[config.mk]
export PLATFORM = sky130hd
export DESIGN_NAME = tmrps_timer
export DESIGN_NICKNAME = d
export VERILOG_FILES = /design/src/design/tmrps_pkg.sv /design/src/design/tmrps_sync.sv /design/src/design/tmrps_timer.sv
export VERILOG_INCLUDE_DIRS = /design/src /design/src/design
export SDC_FILE = /design/constraint.sdc
export NUM_CORES = 1
export LEC_CHECK = 0
export BUFFER_PORTS_ARGS = -buffer_cell sky130_fd_sc_hd__buf_2
export CAP_MARGIN = 25
export CORE_MARGIN = 2
export CORE_UTILIZATION = 53
export DETAILED_ROUTE_END_ITERATION = 6
export GPL_TIMING_DRIVEN = 0
export PLACE_DENSITY = 0.88
export SLEW_MARGIN = 20
export SYNTH_ARGS = -nofsm -noshare
export SYNTH_HDL_FRONTEND = slang
export SYNTH_SLANG_ARGS = --single-unit
[constraint.sdc]
create_clock -name clk_i -period 3.01 [get_ports clk_i]
set_input_delay 0.602 -clock clk_i [delete_from_list [all_inputs] [get_ports clk_i]]
set_output_delay 0.602 -clock clk_i [all_outputs]
set_load 0.02 [all_outputs]
[src/design/tmrps_params.svh]
// constants for the timer with shared prescaler: offsets, fields, resets, counts
`ifndef TMRPS_PARAMS_SVH
`define TMRPS_PARAMS_SVH

// register offset of the timer count register on the file-register port
`define TMRPS_TMR_ADDR 8'h01

// field positions in the timer and wake configuration register
`define TMRPS_CS_BIT 5
`define TMRPS_EDGE_BIT 4
`define TMRPS_PSA_BIT 3
`define TMRPS_PS_HI 2
`define TMRPS_PS_LO 0

// reset values
`define TMRPS_OPT_RST 8'hFF
`define TMRPS_DIR_RST 6'h3F
`define TMRPS_TMR_RST 8'h00
`define TMRPS_PSC_RST 8'h00

// timing counts in instruction cycles and instruction phases (Q1 = 0 .. Q4 = 3)
`define TMRPS_INHIBIT 2'h2
`define TMRPS_Q_SAMPLE 2'h1
`define TMRPS_Q_LAST 2'h3

`endif

[src/design/tmrps_pkg.sv]
// types shared by the timer with shared prescaler
package tmrps_pkg;

   // whole state of the timer block
   typedef struct packed {
      logic [1:0] q;
      logic [7:0] tmr;
      logic [7:0] opt;
      logic [5:0] dir_g;
      logic [5:0] dir_c;
      logic [7:0] psc;
      logic [1:0] inh;
      logic pin_d;
      logic psout_d;
      logic [7:0] rdata;
   } tmrps_state_t;

   // whole state of the phase sampler
   typedef struct packed {
      logic early;
      logic late;
      logic late_d;
   } tmrps_sync_t;

endpackage

[src/design/tmrps_sync.sv]
// samples a level on two instruction phases and reports its rising edge
`timescale 1ns/10ps
`default_nettype none

module tmrps_sync (
   // clock and reset
   input wire logic clk_i,
   input wire logic rstn_i,
   // phase strobes
   input wire logic sample_early_i,
   input wire logic sample_late_i,
   // level in, edge out
   input wire logic level_i,
   output logic rise_o
);

   tmrps_pkg::tmrps_sync_t s_r;
   tmrps_pkg::tmrps_sync_t s_nxt;

   // the early sample feeds only the late one; edge detect looks at later stages
   always_comb begin
      s_nxt = s_r;
      if (sample_early_i) begin
         s_nxt.early = level_i;
      end
      if (sample_late_i) begin
         s_nxt.late = s_r.early;
         s_nxt.late_d = s_r.late;
      end
   end

   always_ff @(posedge clk_i or negedge rstn_i) begin
      if (!rstn_i) begin
         s_r <= '0;
      end else begin
         s_r <= s_nxt;
      end
   end

   assign rise_o = sample_late_i & s_r.late & ~s_r.late_d;

endmodule

`default_nettype wire

[src/design/tmrps_timer.sv]
// 8-bit timer/counter with prescaler shared with the watchdog
`timescale 1ns/10ps
`default_nettype none
`include "tmrps_params.svh"

// Notes on behaviour
// - count source select clear: timer mode, counting instruction cycles
// - timer mode without prescaler: count register increments once per instruction cycle
// - after a count register write, increments are held for two instruction cycles
// - count source select set: counter mode, counting external input edges
// - source edge select picks rising (0) or falling (1) external edge
// - one prescaler, given to timer when assignment is 0, watchdog when 1
// - prescaler on timer gives ratios 1:2 up to 1:256 in powers of two
// - software can neither read nor load the prescaler counter
// - without prescaler the external input passes straight to the sampler
// - prescaler output is sampled on the second and fourth phases
// - prescaled external input is divided ahead of sampling, output symmetrical
// - count register updates some phases after the qualifying external edge
// - with prescaler on timer, any count register write clears the prescaler
// - with prescaler on watchdog, watchdog clear also clears the prescaler
// - device reset leaves the prescaler counter all zeros
// - counter mode forces the external input pin's direction to input
module tmrps_timer #(
   parameter int CKI_BIT = 2,
   parameter bit CKI_ON_PORTC = 1'b0
) (
   // clock and reset
   input wire logic clk_i,
   input wire logic rstn_i,
   // file-register port
   input wire logic [7:0] reg_addr_i,
   input wire logic reg_wr_i,
   input wire logic reg_rd_i,
   input wire logic [7:0] reg_wdata_i,
   output logic [7:0] reg_rdata_o,
   // configuration and direction writes
   input wire logic opt_wr_i,
   input wire logic [7:0] opt_wdata_i,
   input wire logic dir_wr_i,
   input wire logic dir_sel_portc_i,
   input wire logic [5:0] dir_wdata_i,
   // watchdog side
   input wire logic watchdog_clear_command_i,
   input wire logic wdt_osc_tick_i,
   output logic wdt_tick_o,
   // external pin and state
   input wire logic external_count_input_i,
   output logic [7:0] timer_count_register_o,
   output logic [7:0] opt_o,
   output logic [5:0] dir_gpio_o,
   output logic [5:0] dir_portc_o,
   output logic [1:0] phase_o
);

   if (CKI_BIT < 0 || CKI_BIT > 5) begin : g_bad_bit
      $error("CKI_BIT must select one of the six port pins");
   end

   tmrps_pkg::tmrps_state_t s_r;
   tmrps_pkg::tmrps_state_t s_nxt;

   logic count_source_select;
   logic source_edge_select;
   logic scaler_assignment;
   logic [2:0] scale_ratio_field;
   logic cyc_end;
   logic pin_pol;
   logic pin_edge;
   logic psc_tick;
   logic psc_bit;
   logic psc_clear;
   logic sync_in;
   logic sync_rise;
   logic tmr_wr;
   logic inc_req;

   assign count_source_select = s_r.opt[`TMRPS_CS_BIT];
   assign source_edge_select = s_r.opt[`TMRPS_EDGE_BIT];
   assign scaler_assignment = s_r.opt[`TMRPS_PSA_BIT];
   assign scale_ratio_field = s_r.opt[`TMRPS_PS_HI:`TMRPS_PS_LO];
   assign cyc_end = (s_r.q == `TMRPS_Q_LAST);
   assign tmr_wr = reg_wr_i && (reg_addr_i == `TMRPS_TMR_ADDR);

   // falling-edge select just inverts the pin so one rising detector serves both
   assign pin_pol = external_count_input_i ^ source_edge_select;
   assign pin_edge = pin_pol & ~s_r.pin_d;

   // prescaler clocks from whichever party owns it
   always_comb begin
      if (scaler_assignment) begin
         psc_tick = wdt_osc_tick_i;
      end else if (count_source_select) begin
         psc_tick = pin_edge;
      end else begin
         psc_tick = cyc_end;
      end
   end

   // bit n of a binary counter rises once every 2^(n+1) ticks, square wave
   assign psc_bit = s_r.psc[scale_ratio_field];
   assign sync_in = scaler_assignment ? pin_pol : psc_bit;
   assign psc_clear = (tmr_wr && !scaler_assignment)
      || (watchdog_clear_command_i && scaler_assignment);

   tmrps_sync u_sync (
      .clk_i(clk_i),
      .rstn_i(rstn_i),
      .sample_early_i(s_r.q == `TMRPS_Q_SAMPLE),
      .sample_late_i(cyc_end),
      .level_i(sync_in),
      .rise_o(sync_rise)
   );

   // plain timer mode needs no sampler; everything else waits on it
   assign inc_req = (!count_source_select && scaler_assignment) ? cyc_end
      : sync_rise;

   always_comb begin
      s_nxt = s_r;
      s_nxt.q = s_r.q + 2'h1;
      s_nxt.pin_d = pin_pol;
      s_nxt.psout_d = psc_bit;
      // a write beats a same-cycle increment and restarts the hold
      if (tmr_wr) begin
         s_nxt.tmr = reg_wdata_i;
         s_nxt.inh = `TMRPS_INHIBIT;
      end else if (cyc_end) begin
         if (s_r.inh != 2'h0) begin
            s_nxt.inh = s_r.inh - 2'h1;
         end else if (inc_req) begin
            s_nxt.tmr = s_r.tmr + 8'h01;
         end
      end
      if (psc_clear) begin
         s_nxt.psc = `TMRPS_PSC_RST;
      end else if (psc_tick) begin
         s_nxt.psc = s_r.psc + 8'h01;
      end
      if (opt_wr_i) begin
         s_nxt.opt = opt_wdata_i;
      end
      if (dir_wr_i && dir_sel_portc_i) begin
         s_nxt.dir_c = dir_wdata_i;
      end else if (dir_wr_i) begin
         s_nxt.dir_g = dir_wdata_i;
      end
      // only the count register is visible; the prescaler has no address
      if (reg_rd_i && reg_addr_i == `TMRPS_TMR_ADDR) begin
         s_nxt.rdata = s_r.tmr;
      end else if (reg_rd_i) begin
         s_nxt.rdata = 8'h00;
      end
   end

   always_ff @(posedge clk_i or negedge rstn_i) begin
      if (!rstn_i) begin
         s_r.q <= 2'h0;
         s_r.tmr <= `TMRPS_TMR_RST;
         s_r.opt <= `TMRPS_OPT_RST;
         s_r.dir_g <= `TMRPS_DIR_RST;
         s_r.dir_c <= `TMRPS_DIR_RST;
         s_r.psc <= `TMRPS_PSC_RST;
         s_r.inh <= 2'h0;
         s_r.pin_d <= 1'b0;
         s_r.psout_d <= 1'b0;
         s_r.rdata <= 8'h00;
      end else begin
         s_r <= s_nxt;
      end
   end

   // counter mode turns the count pin into an input whatever software wrote
   always_comb begin
      dir_gpio_o = s_r.dir_g;
      dir_portc_o = s_r.dir_c;
      if (count_source_select && CKI_ON_PORTC) begin
         dir_portc_o[CKI_BIT] = 1'b1;
      end else if (count_source_select) begin
         dir_gpio_o[CKI_BIT] = 1'b1;
      end
   end

   assign wdt_tick_o = scaler_assignment & psc_bit & ~s_r.psout_d;
   assign timer_count_register_o = s_r.tmr;
   assign reg_rdata_o = s_r.rdata;
   assign opt_o = s_r.opt;
   assign phase_o = s_r.q;
endmodule

`default_nettype wire

Word-level counts from Yosys, hierarchy flattened
Index checks and enable logic that the tools add are counted.
W data, S select, Z words.
{"block": "word_totals", "ff_bits": 53, "input_bits": 40}
{"block": "op_classes", "muxes": 18, "add_sub_neg": 4, "reduce_logical": 18, "eq_ne": 4, "bitwise": 10, "n_lt_le_gt_ge": 1}
{"op": "$mux W8", "count": 8}
{"op": "$add A8 B1 Y8 const B", "count": 2}
{"op": "$reduce_bool A2 Y1", "count": 6}
{"op": "$eq A8 B1 Y1 const B", "count": 1}
{"op": "$logic_and A1 B1 Y1", "count": 6}
{"op": "$mux W1", "count": 6}
{"op": "$mux W2", "count": 3}
{"op": "$and A1 B1 Y1", "count": 5}
{"op": "$lt A3 B4 Y1 const B", "count": 1}
{"op": "$not A1 Y1", "count": 4}
{"op": "$reduce_and A2 Y1", "count": 2}
{"op": "$bmux W1 S3", "count": 1}
{"op": "$reduce_and A3 Y1", "count": 1}
{"op": "$add A2 B1 Y2 const B", "count": 1}
{"op": "$eq A2 B1 Y1 const B", "count": 1}
{"op": "$eq A2 B2 Y1 const B", "count": 1}
{"op": "$logic_not A1 Y1", "count": 2}
{"op": "$ne A2 B2 Y1 const B", "count": 1}
{"op": "$sub A2 B1 Y2 const B", "count": 1}
{"op": "$logic_or A1 B1 Y1", "count": 1}
{"op": "$xor A1 B1 Y1", "count": 1}

Depth between registers and ports, before layout
Gate-level depths: netlist of run 1.
{"block": "logic_depth", "word_depth": 8, "ltp_mapped": 6, "depth_no_buf": 6}

Hierarchy
A second synthesis of run 1 with hierarchy kept.
{"block": "hier_totals", "cells_unflattened": 238, "area_unflattened_um2": 2733.9}
{"module": "tmrps_timer", "n_inst": 1, "area_each_um2": 2615.0, "cells_per_inst": 231}
{"module": "tmrps_sync", "n_inst": 1, "area_each_um2": 118.9, "cells_per_inst": 7}

Worst setup path before layout of run 1
No wires, ideal clock.
{"block": "synth_path", "path_kind": "reg2out", "start": "register s_r (netlist bit opt_o[0])", "end": "output port wdt_tick_o", "t_required_ns": 2.408, "setup_slack_ns": 1.028, "arrival_time_ns": 1.380, "path_stages_with_launch": 4, "path_buffers": 0, "cell_sequence": "dfstp_2 mux4_2 mux2i_1 nor3b_1"}
{"block": "synth_via", "elab_chain_len": 4}
{"item": "start: declaration", "line_no": "tmrps_timer.sv:59", "text": "tmrps_pkg::tmrps_state_t s_r;"}
{"item": "start signal: assignment", "line_no": "tmrps_timer.sv:168", "text": "s_r <= s_nxt;"}
{"item": "$bmux W1 S3", "line_no": "tmrps_timer.sv:100", "text": "assign psc_bit = s_r.psc[scale_ratio_field];"}
{"item": "$mux W1 (implied by the code)", "line_no": "tmrps_timer.sv:100"}
{"item": "$and A1 B1 Y1 (2 in a row)", "line_no": "tmrps_timer.sv:183", "text": "assign wdt_tick_o = scaler_assignment & psc_bit & ~s_r.psout_d;"}
{"item": "end: declaration", "line_no": "tmrps_timer.sv:45", "text": "output logic wdt_tick_o,"}
No other way between the ends. The select of a mux whose other input is x is not followed.

Final worst setup path of run 1
Same ends and word-level chain as after synthesis.

==> results of run 1 <==
-- power breakdown --
part           internal [mW]  switching [mW]
clock network          0.245           0.221
registers              0.867           0.147
logic                  0.331           0.319
-- routing by layer --
| metal | wire length [um] | track usage, % |
|---|---|---|
| met4 | 46 | 5.85 |
| met3 | 265 | 3.17 |
| met2 | 2580 | 32.0 |
| met5 | 0 | 0 |
| met1 | 2130 | 22.4 |
-- cell usage in the layout (no fill, tap or decap), drive strengths merged, types with 2 or more instances in the layout --
cell    netlist  layout
a211oi        3       3
a21oi        12      12
a22o          8       8
a31oi         4       4
and2          2       2
buf          39     116
clkbuf        4       9
dfrtp        33      33
dfstp        20      20
ha            5       5
inv           9       9
mux2         22      22
mux2i         3       3
mux4          2       2
nand2         8       8
nand2b        3       3
nand3         7       7
nor2         10      10
nor2b         2       2
nor3b         3       3
o21ai         9       9
o31ai         3       3
or3           6       6
or4           3       3
xnor2         4       4
xor2          2       2
-- worst paths after layout --
check	slack, ps	endpoint	cells past startpoint
setup / recovery	460	wdt_tick_o	4
hold / removal	310	phase_o[0]$_DFF_PN0_	1
setup reg to reg	930	s_r[13]$_DFFE_PN0P_	6
hold reg to reg	490	phase_o[0]$_DFF_PN0_	1
max in group asynchronous	2270	s_r[15]$_DFFE_PN0P_	1
min in group clk_i	490	phase_o[0]$_DFF_PN0_	1
-- state kept, by name, summed over array words and instances, names as in the netlist --
name	count
phase_o	2
reg_rdata_o	8
dir_gpio_o	5
dir_portc_o	6
opt_o	8
timer_count_register_o	8
u_sync.s_r	3
s_r	13
-- kinds of logic after synthesis --
group,share of synthesized area (%)
mux,12.0
xor+xnor,1.95
simple gates,11.1
flops,50.1
compound gates,10.1
fa+ha+maj,2.32
buf+inv,12.6
-- layout make-up --
cell class | instances | area [um2]
Clock inverter | 3 | 41.3
Multi-Input combinational cell | 131 | 1010
Buffer | 43 | 305
Fill cell | 380 | 1540
Clock buffer | 5 | 68.8
Tap cell | 67 | 83.8
Timing Repair Buffer | 77 | 388
Inverter | 9 | 33.8
Sequential cell | 53 | 1350
-- through the flow --
stage | area [um2] | worst slack [ps] | cells | util [%] | total power, mW
after floorplan | 2700 | 1030 | 236 | - | 1.47
after global placement | 3170 | 721 | 380 | 65.8 | 1.64
after detailed placement | 3170 | 700 | 380 | 65.8 | 1.68
after CTS | 3280 | 440 | 388 | 68.1 | 2.14
after global routing | 3280 | 352 | 388 | 68.1 | 2.25
final | 3280 | 459 | 388 | 68.1 | 2.13
==> flow_summary_export.csv, run 1 <==
group,metric,value,unit
critical_path,critical_path_class,"reg -> out",
place,hpwl,3.87,mm
synthesis,ys_types,41,
floorplanning,initial_core_util,56.0,%
floorplanning,fp.dieW,75.4,um
synthesis,synth-edff-count,0,
place,place.gp.congestion,0.877,
critical_path,crit_fanout,4,
synthesis,syn-cell-area,0.00270,mm2
run_status,status,"completed",
synthesis,ys_top_cells_by_area,"dfrtp_1, dfstp_2, buf_4",
synthesis,synth_nets,281,
critical_path,startpoint_type,"register",
final_layout,nets,365,
detailed_routing,wl,5.02,mm
timing,final_hold_viol_count,0,
timing,slew_headroom,57.7,%
floorplanning,fp-row-count,25,
timing,fin_hold_ws,314,ps
pwr,cellPowerDensity,649,mW/mm2
critical_path,crit_path_cell_trace,"mux4_2, mux2i_1, nor3b_1, buf_2",
clock_tree,holdBufCountCts,0,
floorplanning,num_io_pins,79,
timing,rsz0062_at_grt,"false",
detailed_routing,avgRoutedWirePerCell,12.9,um
critical_path,cp_data_required_time,2410,ps
final_layout,syn2layout_area_growth,21.6,%
floorplanning,die_area,0.00568,mm2
timing,finalSetupViolations,0,
synthesis,ys_seq_area_share,50.1,%
floorplanning,core_area,0.00482,mm2
clock_tree,postCtsSetupBuffers,0,
critical_path,cpLargestDelayFamily,"multiplexers",
detailed_routing,drc,0,
critical_path,crit_slowest_cell,"dfstp_2",
clock_tree,cts_tree,"yes",
synthesis,yosysTopAreaCell,"dfrtp_1",
critical_path,crit_arrival,1950,ps
timing,max_freq,392,MHz
timing,skew,5.81,ps
grt,grt_max_degree,54,
synthesis,ys_seq_elements,53,
critical_path,setup.worst_path.start,"opt_o[0]$_DFFE_PN1P_",
synthesis,synth_commonest_cells,"buf_4, dfrtp_1, mux2_2",
clock_tree,cts_root_buf,"clkbuf_8",
detailed_routing,dr.pass1.iters,4,
timing,finalMaxSlewViolations,0,
grt,grt.total_usage,18.0,%
clock_tree,htree_levels,2,
grt,grt-ovfl-total,0,
detailed_routing,drt-initial-drc-count,97,
pwr,p_leak,1.56,nW
synthesis,synth_ff_type,"dfrtp_1",
critical_path,reg2reg_from,"phase_o[0]$_DFF_PN0_",
synthesis,yosysMostFrequentCell,"buf_4",
grt,first_global_vias,1764,
detailed_routing,ant_nets,0,
timing,period_needed,2550,ps
clock_tree,clk_pin_slew,90,ps
place,numPortBuffers,77,
detailed_routing,num_vias,1997,
synthesis,synth.avg_cell_area,11.4,um2
clock_tree,cts.path.max_buffers,2,
critical_path,worstPathBufferInverterCount,1,
final_layout,layout-drive-gt1-share,54.2,%
grt,antenna_found_initial,0,
worst_hold_path,hold_path.class,"in -> async",
detailed_routing,viasPerCell,5.15,
timing,final.setup.tns,0,ps
synthesis,synthDominantCellAreaShare,30.6,%
critical_path,critical-path-max-stage-delay,590,ps
timing,period_share,84.8,%
synthesis,synthCells,236,
synthesis,synthArstFlopShare,100,%
run,cap_violations,0,
clock_tree,insertion_delay,300,ps
clock_tree,clock_sinks,53,
clock_tree,numCtsBuffers,5,
critical_path,setup.worst_path.end_class,"output pin",
timing,tightest_slew,634,ps
floorplanning,die_h,75.4,um
grt,grt_pass1_wl,7.78,mm
final_layout,n_antenna_cell,0,
clock_tree,cts_resized,0,
pwr,ir_worst_vdd,0.371,mV
synthesis,ys_warn_count,0,
Note: power is estimated with default switching activity, not from simulation.
==> run 2: changes to the inputs <==
--- a/config.mk
+++ b/config.mk
@@ -9,10 +9,10 @@
 export BUFFER_PORTS_ARGS = -buffer_cell sky130_fd_sc_hd__buf_2
 export CAP_MARGIN = 25
 export CORE_MARGIN = 2
-export CORE_UTILIZATION = 53
+export CORE_UTILIZATION = 52
 export DETAILED_ROUTE_END_ITERATION = 6
 export GPL_TIMING_DRIVEN = 0
-export PLACE_DENSITY = 0.88
+export PLACE_DENSITY = 0.87
 export SLEW_MARGIN = 20
 export SYNTH_ARGS = -nofsm -noshare
 export SYNTH_HDL_FRONTEND = slang
==> constraint.sdc (replaced) <==
create_clock -name clk_i -period 2.57 [get_ports clk_i]
set_input_delay 0.514 -clock clk_i [delete_from_list [all_inputs] [get_ports clk_i]]
set_output_delay 0.514 -clock clk_i [all_outputs]
set_load 0.02 [all_outputs]
==> run 2 against run 1 <==
Count of clock-buffer cells in the layout increased by 1. Register-to-register slack got worse by 430 ps. Combinational power increased by 17%. Cell count increased by 0.77%. Total power increased by 14%. Sequential power increased by 18%. Via count increased by 1.0%. Flip-flop and latch count unchanged. Sequential share of layout area increased by 0.13 points. Critical path type unchanged. Critical endpoint unchanged. Largest power group unchanged.
==> flow_summary_export.csv, run 2 (synthesis gave the netlist of run 1 again) <==
group,metric,value,unit
worst_hold_path,hold_path.class,"in -> async",
pwr,cellPowerDensity,744,mW/mm2
timing,fin_hold_ws,219,ps
detailed_routing,drt-initial-drc-count,69,
critical_path,critical_path_class,"reg -> out",
timing,tightest_slew,637,ps
clock_tree,postCtsSetupBuffers,0,
grt,grt.total_usage,18.4,%
timing,period_share,95.6,%
timing,skew,13.2,ps
detailed_routing,viasPerCell,5.16,
critical_path,crit_fanout,4,
floorplanning,num_io_pins,79,
grt,grt_max_degree,54,
final_layout,finalInstanceArea,0.00327,mm2
place,place.gp.congestion,0.819,
critical_path,setup.worst_path.end_class,"output pin",
final_layout,n_antenna_cell,0,
timing,finalSetupViolations,0,
clock_tree,insertion_delay,300,ps
detailed_routing,drc,0,
clock_tree,cts_tree,"yes",
final_layout,largest_register_ffs,13,
clock_tree,numCtsBuffers,5,
clock_tree,clk_pin_slew,100,ps
final_layout,nets,365,
floorplanning,core_area,0.00504,mm2
final_layout,layout_common_cells,"buf_2, buf_4, dfrtp_1, mux2_2, dfstp_2",
critical_path,startpoint_type,"register",
final_layout,final_common_cell,"buf_2",
timing,final.setup.tns,0,ps
floorplanning,fp-row-count,26,
clock_tree,cts_root_buf,"clkbuf_8",
critical_path,critical-path-max-stage-delay,580,ps
pwr,p_leak,1.56,nW
place,hpwl,3.80,mm
detailed_routing,avgRoutedWirePerCell,12.9,um
detailed_routing,num_vias,2017,
timing,rsz0062_at_grt,"false",
grt,grt-ovfl-total,0,
floorplanning,fp.dieW,76.0,um
final_layout,fillCellCount,385,
pwr,ir_worst_vdd,0.380,mV
grt,grt_pass1_wl,8.67,mm
critical_path,crit_path_cell_trace,"mux4_2, mux2i_1, nor3b_1, buf_2",
timing,slew_headroom,57.5,%
timing,finalMaxSlewViolations,0,
detailed_routing,wl,5.06,mm
timing,period_needed,2460,ps
clock_tree,holdBufCountCts,0,
timing,final_hold_viol_count,0,
place,numPortBuffers,77,
place,dpl_cell_area,0.00317,mm2
final_layout,largest-register,"s_r",
clock_tree,clock_sinks,53,
final_layout,layout-drive-gt1-share,54.5,%
clock_tree,cts.path.max_buffers,2,
critical_path,cp_data_required_time,2060,ps
clock_tree,cts_resized,0,
grt,first_global_vias,1941,
timing,max_freq,407,MHz
pwr,power.total,2.43,mW
detailed_routing,ant_nets,0,
detailed_routing,dr.pass1.iters,4,
critical_path,crit_arrival,1940,ps
grt,antenna_found_initial,0,
floorplanning,initial_core_util,53.5,%
run_status,status,"completed",
floorplanning,die_h,76.0,um
floorplanning,die_area,0.00578,mm2
run,cap_violations,0,
final_layout,syn2layout_area_growth,21.2,%
clock_tree,htree_levels,2,
critical_path,crit_slowest_cell,"dfstp_2",
[run 2: power breakdown]
group          switching, mW  internal [mW]
combinational          0.374          0.388
sequential             0.171           1.02
clock                  0.268          0.219
total                  0.813           1.62
[run 2: final timing paths]
| kind | slack (ps) | startpoint | cells after the start | to |
|---|---|---|---|---|
| setup / recovery | 110 | opt_o[0]$_DFFE_PN1P_ | 4 | wdt_tick_o |
| hold / removal | 220 | rstn_i | 1 | reg_rdata_o[6]$_DFFE_PN0P_ |
| setup reg to reg | 500 | phase_o[0]$_DFF_PN0_ | 6 | s_r[13]$_DFFE_PN0P_ |
| hold reg to reg | 490 | phase_o[0]$_DFF_PN0_ | 1 | phase_o[0]$_DFF_PN0_ |
| max in group asynchronous | 1910 | rstn_i | 1 | s_r[11]$_DFFE_PN0P_ |
| min in group clk_i | 430 | external_count_input_i | 2 | s_r[9]$_DFF_PN0_ |
[run 2: worst max-delay path, delay by kind of cell (launching register included)]
family	cells	cell delay (ps)
buffers and inverters	1	170
flip-flops	1	580
multiplexers	2	810
AND/OR/NAND/NOR	1	80
[run 2: per-layer routing]
metal / wire, um / GRT usage (%) / up-vias
met3: 235 / 3.79 / 6
met1: 2200 / 23.5 / 991
met4: 76 / 7.09 / 0
met5: 0 / 0 / -
met2: 2550 / 30.9 / 55
li1: - / - / 965
[run 2: per-stage QoR]
stage,util (%),worst slack [ps],cells
6_report,64.9,113,391
3_5_place_dp,63.0,302,383
2_1_floorplan,-,676,236
3_3_place_gp,62.9,387,383
5_1_grt,64.9,3.60,391
4_1_cts,64.9,88.0,391
[run 2: cell type report]
type,instances,area (um2),area share [%]
clock buffers,6,82.6,2.52
multi-input cells,131,1010,30.8
repair buffers,77,388,11.9
flip-flops and latches,53,1350,41.3
inverters,9,33.8,1.03
well taps,70,87.6,2.68
clock inverters,2,13.8,0.421
plain buffers,43,305,9.33
==> run 3: changes to the inputs <==
--- a/config.mk
+++ b/config.mk
@@ -6,13 +6,13 @@
 export SDC_FILE = /design/constraint.sdc
 export NUM_CORES = 1
 export LEC_CHECK = 0
-export BUFFER_PORTS_ARGS = -buffer_cell sky130_fd_sc_hd__buf_2
 export CAP_MARGIN = 25
 export CORE_MARGIN = 2
-export CORE_UTILIZATION = 52
+export CORE_UTILIZATION = 53
 export DETAILED_ROUTE_END_ITERATION = 6
+export DONT_BUFFER_PORTS = 1
 export GPL_TIMING_DRIVEN = 0
-export PLACE_DENSITY = 0.87
+export PLACE_DENSITY = 0.75
 export SLEW_MARGIN = 20
 export SYNTH_ARGS = -nofsm -noshare
 export SYNTH_HDL_FRONTEND = slang
==> run 3 against run 2 <==
Sequential share of layout area rose by 4.9 points. Register-to-register slack barely moved. Die area fell by 1.8%. Critical path depth fell by 1. Clock skew fell by 7.7 ps. Routed wire length fell by 6.9%. Total power fell by 1.8%. Maximum frequency rose by 3.0%. Non-clock buffer count fell by 76. Critical endpoint unchanged. Largest cell class unchanged.
==> flow_summary_export.csv, run 3 (synthesis gave the netlist of run 1 again) <==
group,metric,value,unit
clock_tree,insertion_delay,300,ps
detailed_routing,wl,4.71,mm
pwr,p_sw_share,31.4,%
place,place_ws,444,ps
timing,period_share,92.8,%
final_layout,seq_area,0.00135,mm2
pwr,ir_worst_vdd,0.304,mV
detailed_routing,drt-initial-drc-count,82,
place,place.gp.congestion,0.829,
critical_path,critical-path-max-stage-delay,580,ps
floorplanning,die_h,75.4,um
detailed_routing,viasPerCell,5.44,
critical_path,crit_fanout,4,
final_layout,final_util,60.6,%
pwr,pwr-share-seq,49.6,%
pwr,power.share.clock,23.8,%
detailed_routing,dr.pass1.iters,4,
critical_path,crit_slowest_cell,"dfstp_2",
final_layout,fillCellCount,408,
final_layout,final_common_cell,"buf_4",
clock_tree,cts.path.max_buffers,2,
pwr,cellPowerDensity,818,mW/mm2
final_layout,layout-drive-gt1-share,40.0,%
final_layout,multi_input_area,0.00101,mm2
grt,grt.total_usage,17.6,%
final_layout,largest_register_ffs,13,
floorplanning,fp-row-count,25,
detailed_routing,num_vias,1702,
critical_path,cp_data_required_time,2060,ps
pwr,comb_power_share,26.5,%
grt,grt-ovfl-total,0,
critical_path,crit_arrival,1870,ps
clock_tree,htree_levels,2,
final_layout,syn2layout_area_growth,8.25,%
run_status,status,"completed",
final_layout,nets,289,
timing,finalSetupViolations,0,
timing,skew,5.55,ps
floorplanning,initial_core_util,56.0,%
clock_tree,clk_pin_slew,90,ps
clock_tree,clock_sinks,53,
grt,antenna_found_initial,1,
pwr,p_int,1.64,mW
grt,first_global_vias,1609,
grt,grt_max_degree,34,
timing,layout_setup_ws,185,ps
timing,rsz0062_at_grt,"false",
detailed_routing,avgRoutedWirePerCell,15.0,um
floorplanning,num_io_pins,79,
timing,finalMaxSlewViolations,0,
detailed_routing,drc,0,
final_layout,layout_common_cells,"buf_4, dfrtp_1, mux2_2, dfstp_2, a21oi_1",
timing,tightest_slew,714,ps
detailed_routing,ant_nets,0,
floorplanning,fp.dieW,75.4,um
floorplanning,die_area,0.00568,mm2
place,numPortBuffers,0,
final_layout,largest-register,"s_r",
critical_path,crit_path_cell_trace,"mux4_2, mux2i_1, nor3b_1",
place,hpwl,3.44,mm
floorplanning,core_area,0.00482,mm2
run,cap_violations,0,
worst_hold_path,hold_path.class,"in -> async",
clock_tree,cts_tree,"yes",
timing,final.setup.tns,0,ps
pwr,p_switching,0.751,mW
timing,final_hold_viol_count,0,
timing,period_needed,2390,ps
clock_tree,postCtsSetupBuffers,0,
timing,max_freq,419,MHz
grt,grt_pass1_wl,7.55,mm
critical_path,setup.worst_path.end_class,"output pin",
clock_tree,numCtsBuffers,5,
critical_path,startpoint_type,"register",
clock_tree,cts_root_buf,"clkbuf_8",
critical_path,critical_path_class,"reg -> out",
timing,slew_headroom,52.3,%
pwr,p_leak,1.26,nW
run 3: cell types whose count changed in the layout (fill, tap and decap cells not counted), sizes merged:
cell,previous run,this run
clkbuf,10,11
bufinv,0,1
clkinv,2,0
buf,116,40
diode,0,1
run 3: critical path: cells and delay by family (launching register included):
| kind | cells | cell delay (ps) |
|---|---|---|
| multiplexers | 2 | 790 |
| flip-flops | 1 | 580 |
| AND/OR/NAND/NOR | 1 | 200 |
run 3: worst paths after layout:
kind	slack [ps]	startpoint	endpoint	depth (start not counted)
setup / recovery	180	opt_o[0]$_DFFE_PN1P_	wdt_tick_o	3
hold / removal	40	rstn_i	s_r[16]$_DFFE_PN0P_	1
setup reg to reg	500	phase_o[0]$_DFF_PN0_	s_r[13]$_DFFE_PN0P_	6
hold reg to reg	500	phase_o[0]$_DFF_PN0_	phase_o[0]$_DFF_PN0_	1
max in group asynchronous	2370	rstn_i	u_sync.s_r[0]$_DFFE_PN0N_	1
min in group clk_i	340	external_count_input_i	s_r[9]$_DFF_PN0_	1
run 3: timing repair:
| item | in CTS | in global routing |
|---|---|---|
| endpoints found under the setup margin | 0 | 0 |
| endpoints found under the hold margin | 33 | 0 |
| hold buffers | 1 | 0 |
| gates resized for setup | 0 | 0 |
run 3: per-layer routing:
layer / GRT usage, % / share of wire (%) / vias to the layer above
li1: - / - / 814
met5: 0 / 0 / -
met2: 27.8 / 46 / 50
met3: 6.61 / 8.0 / 8
met4: 5.85 / 1.6 / 0
met1: 22.6 / 44 / 830
run 3: layout make-up:
type	count	share of cell area, %
Antenna cell	1	0.0857
Buffer	43	10.4
Clock buffer	7	2.96
Clock inverter	1	1.03
Inverter	9	1.16
Multi-Input combinational cell	131	34.5
Sequential cell	53	46.3
Tap cell	67	2.87
Timing Repair Buffer	1	0.685
run 3: metrics by stage:
| step | area, um2 | cells | hold slack, ps | power, mW |
|---|---|---|---|---|
| final | 2920 | 313 | 39.4 | 2.39 |
| after floorplan | 2700 | 236 | 218 | 1.72 |
| after global routing | 2920 | 313 | 23.5 | 2.56 |
| after detailed placement | 2780 | 303 | 221 | 1.83 |
| after CTS | 2920 | 312 | 39.1 | 2.42 |
| after global placement | 2780 | 303 | 221 | 1.81 |
run 3: power groups by stage:
stage | clock, mW | combinational (mW) | sequential, mW
global placement | 0 | 0.613 | 1.19
floorplan | 0 | 0.573 | 1.15
detailed placement | 0 | 0.629 | 1.20
global route | 0.629 | 0.716 | 1.21
finish | 0.569 | 0.634 | 1.19
CTS | 0.586 | 0.646 | 1.19
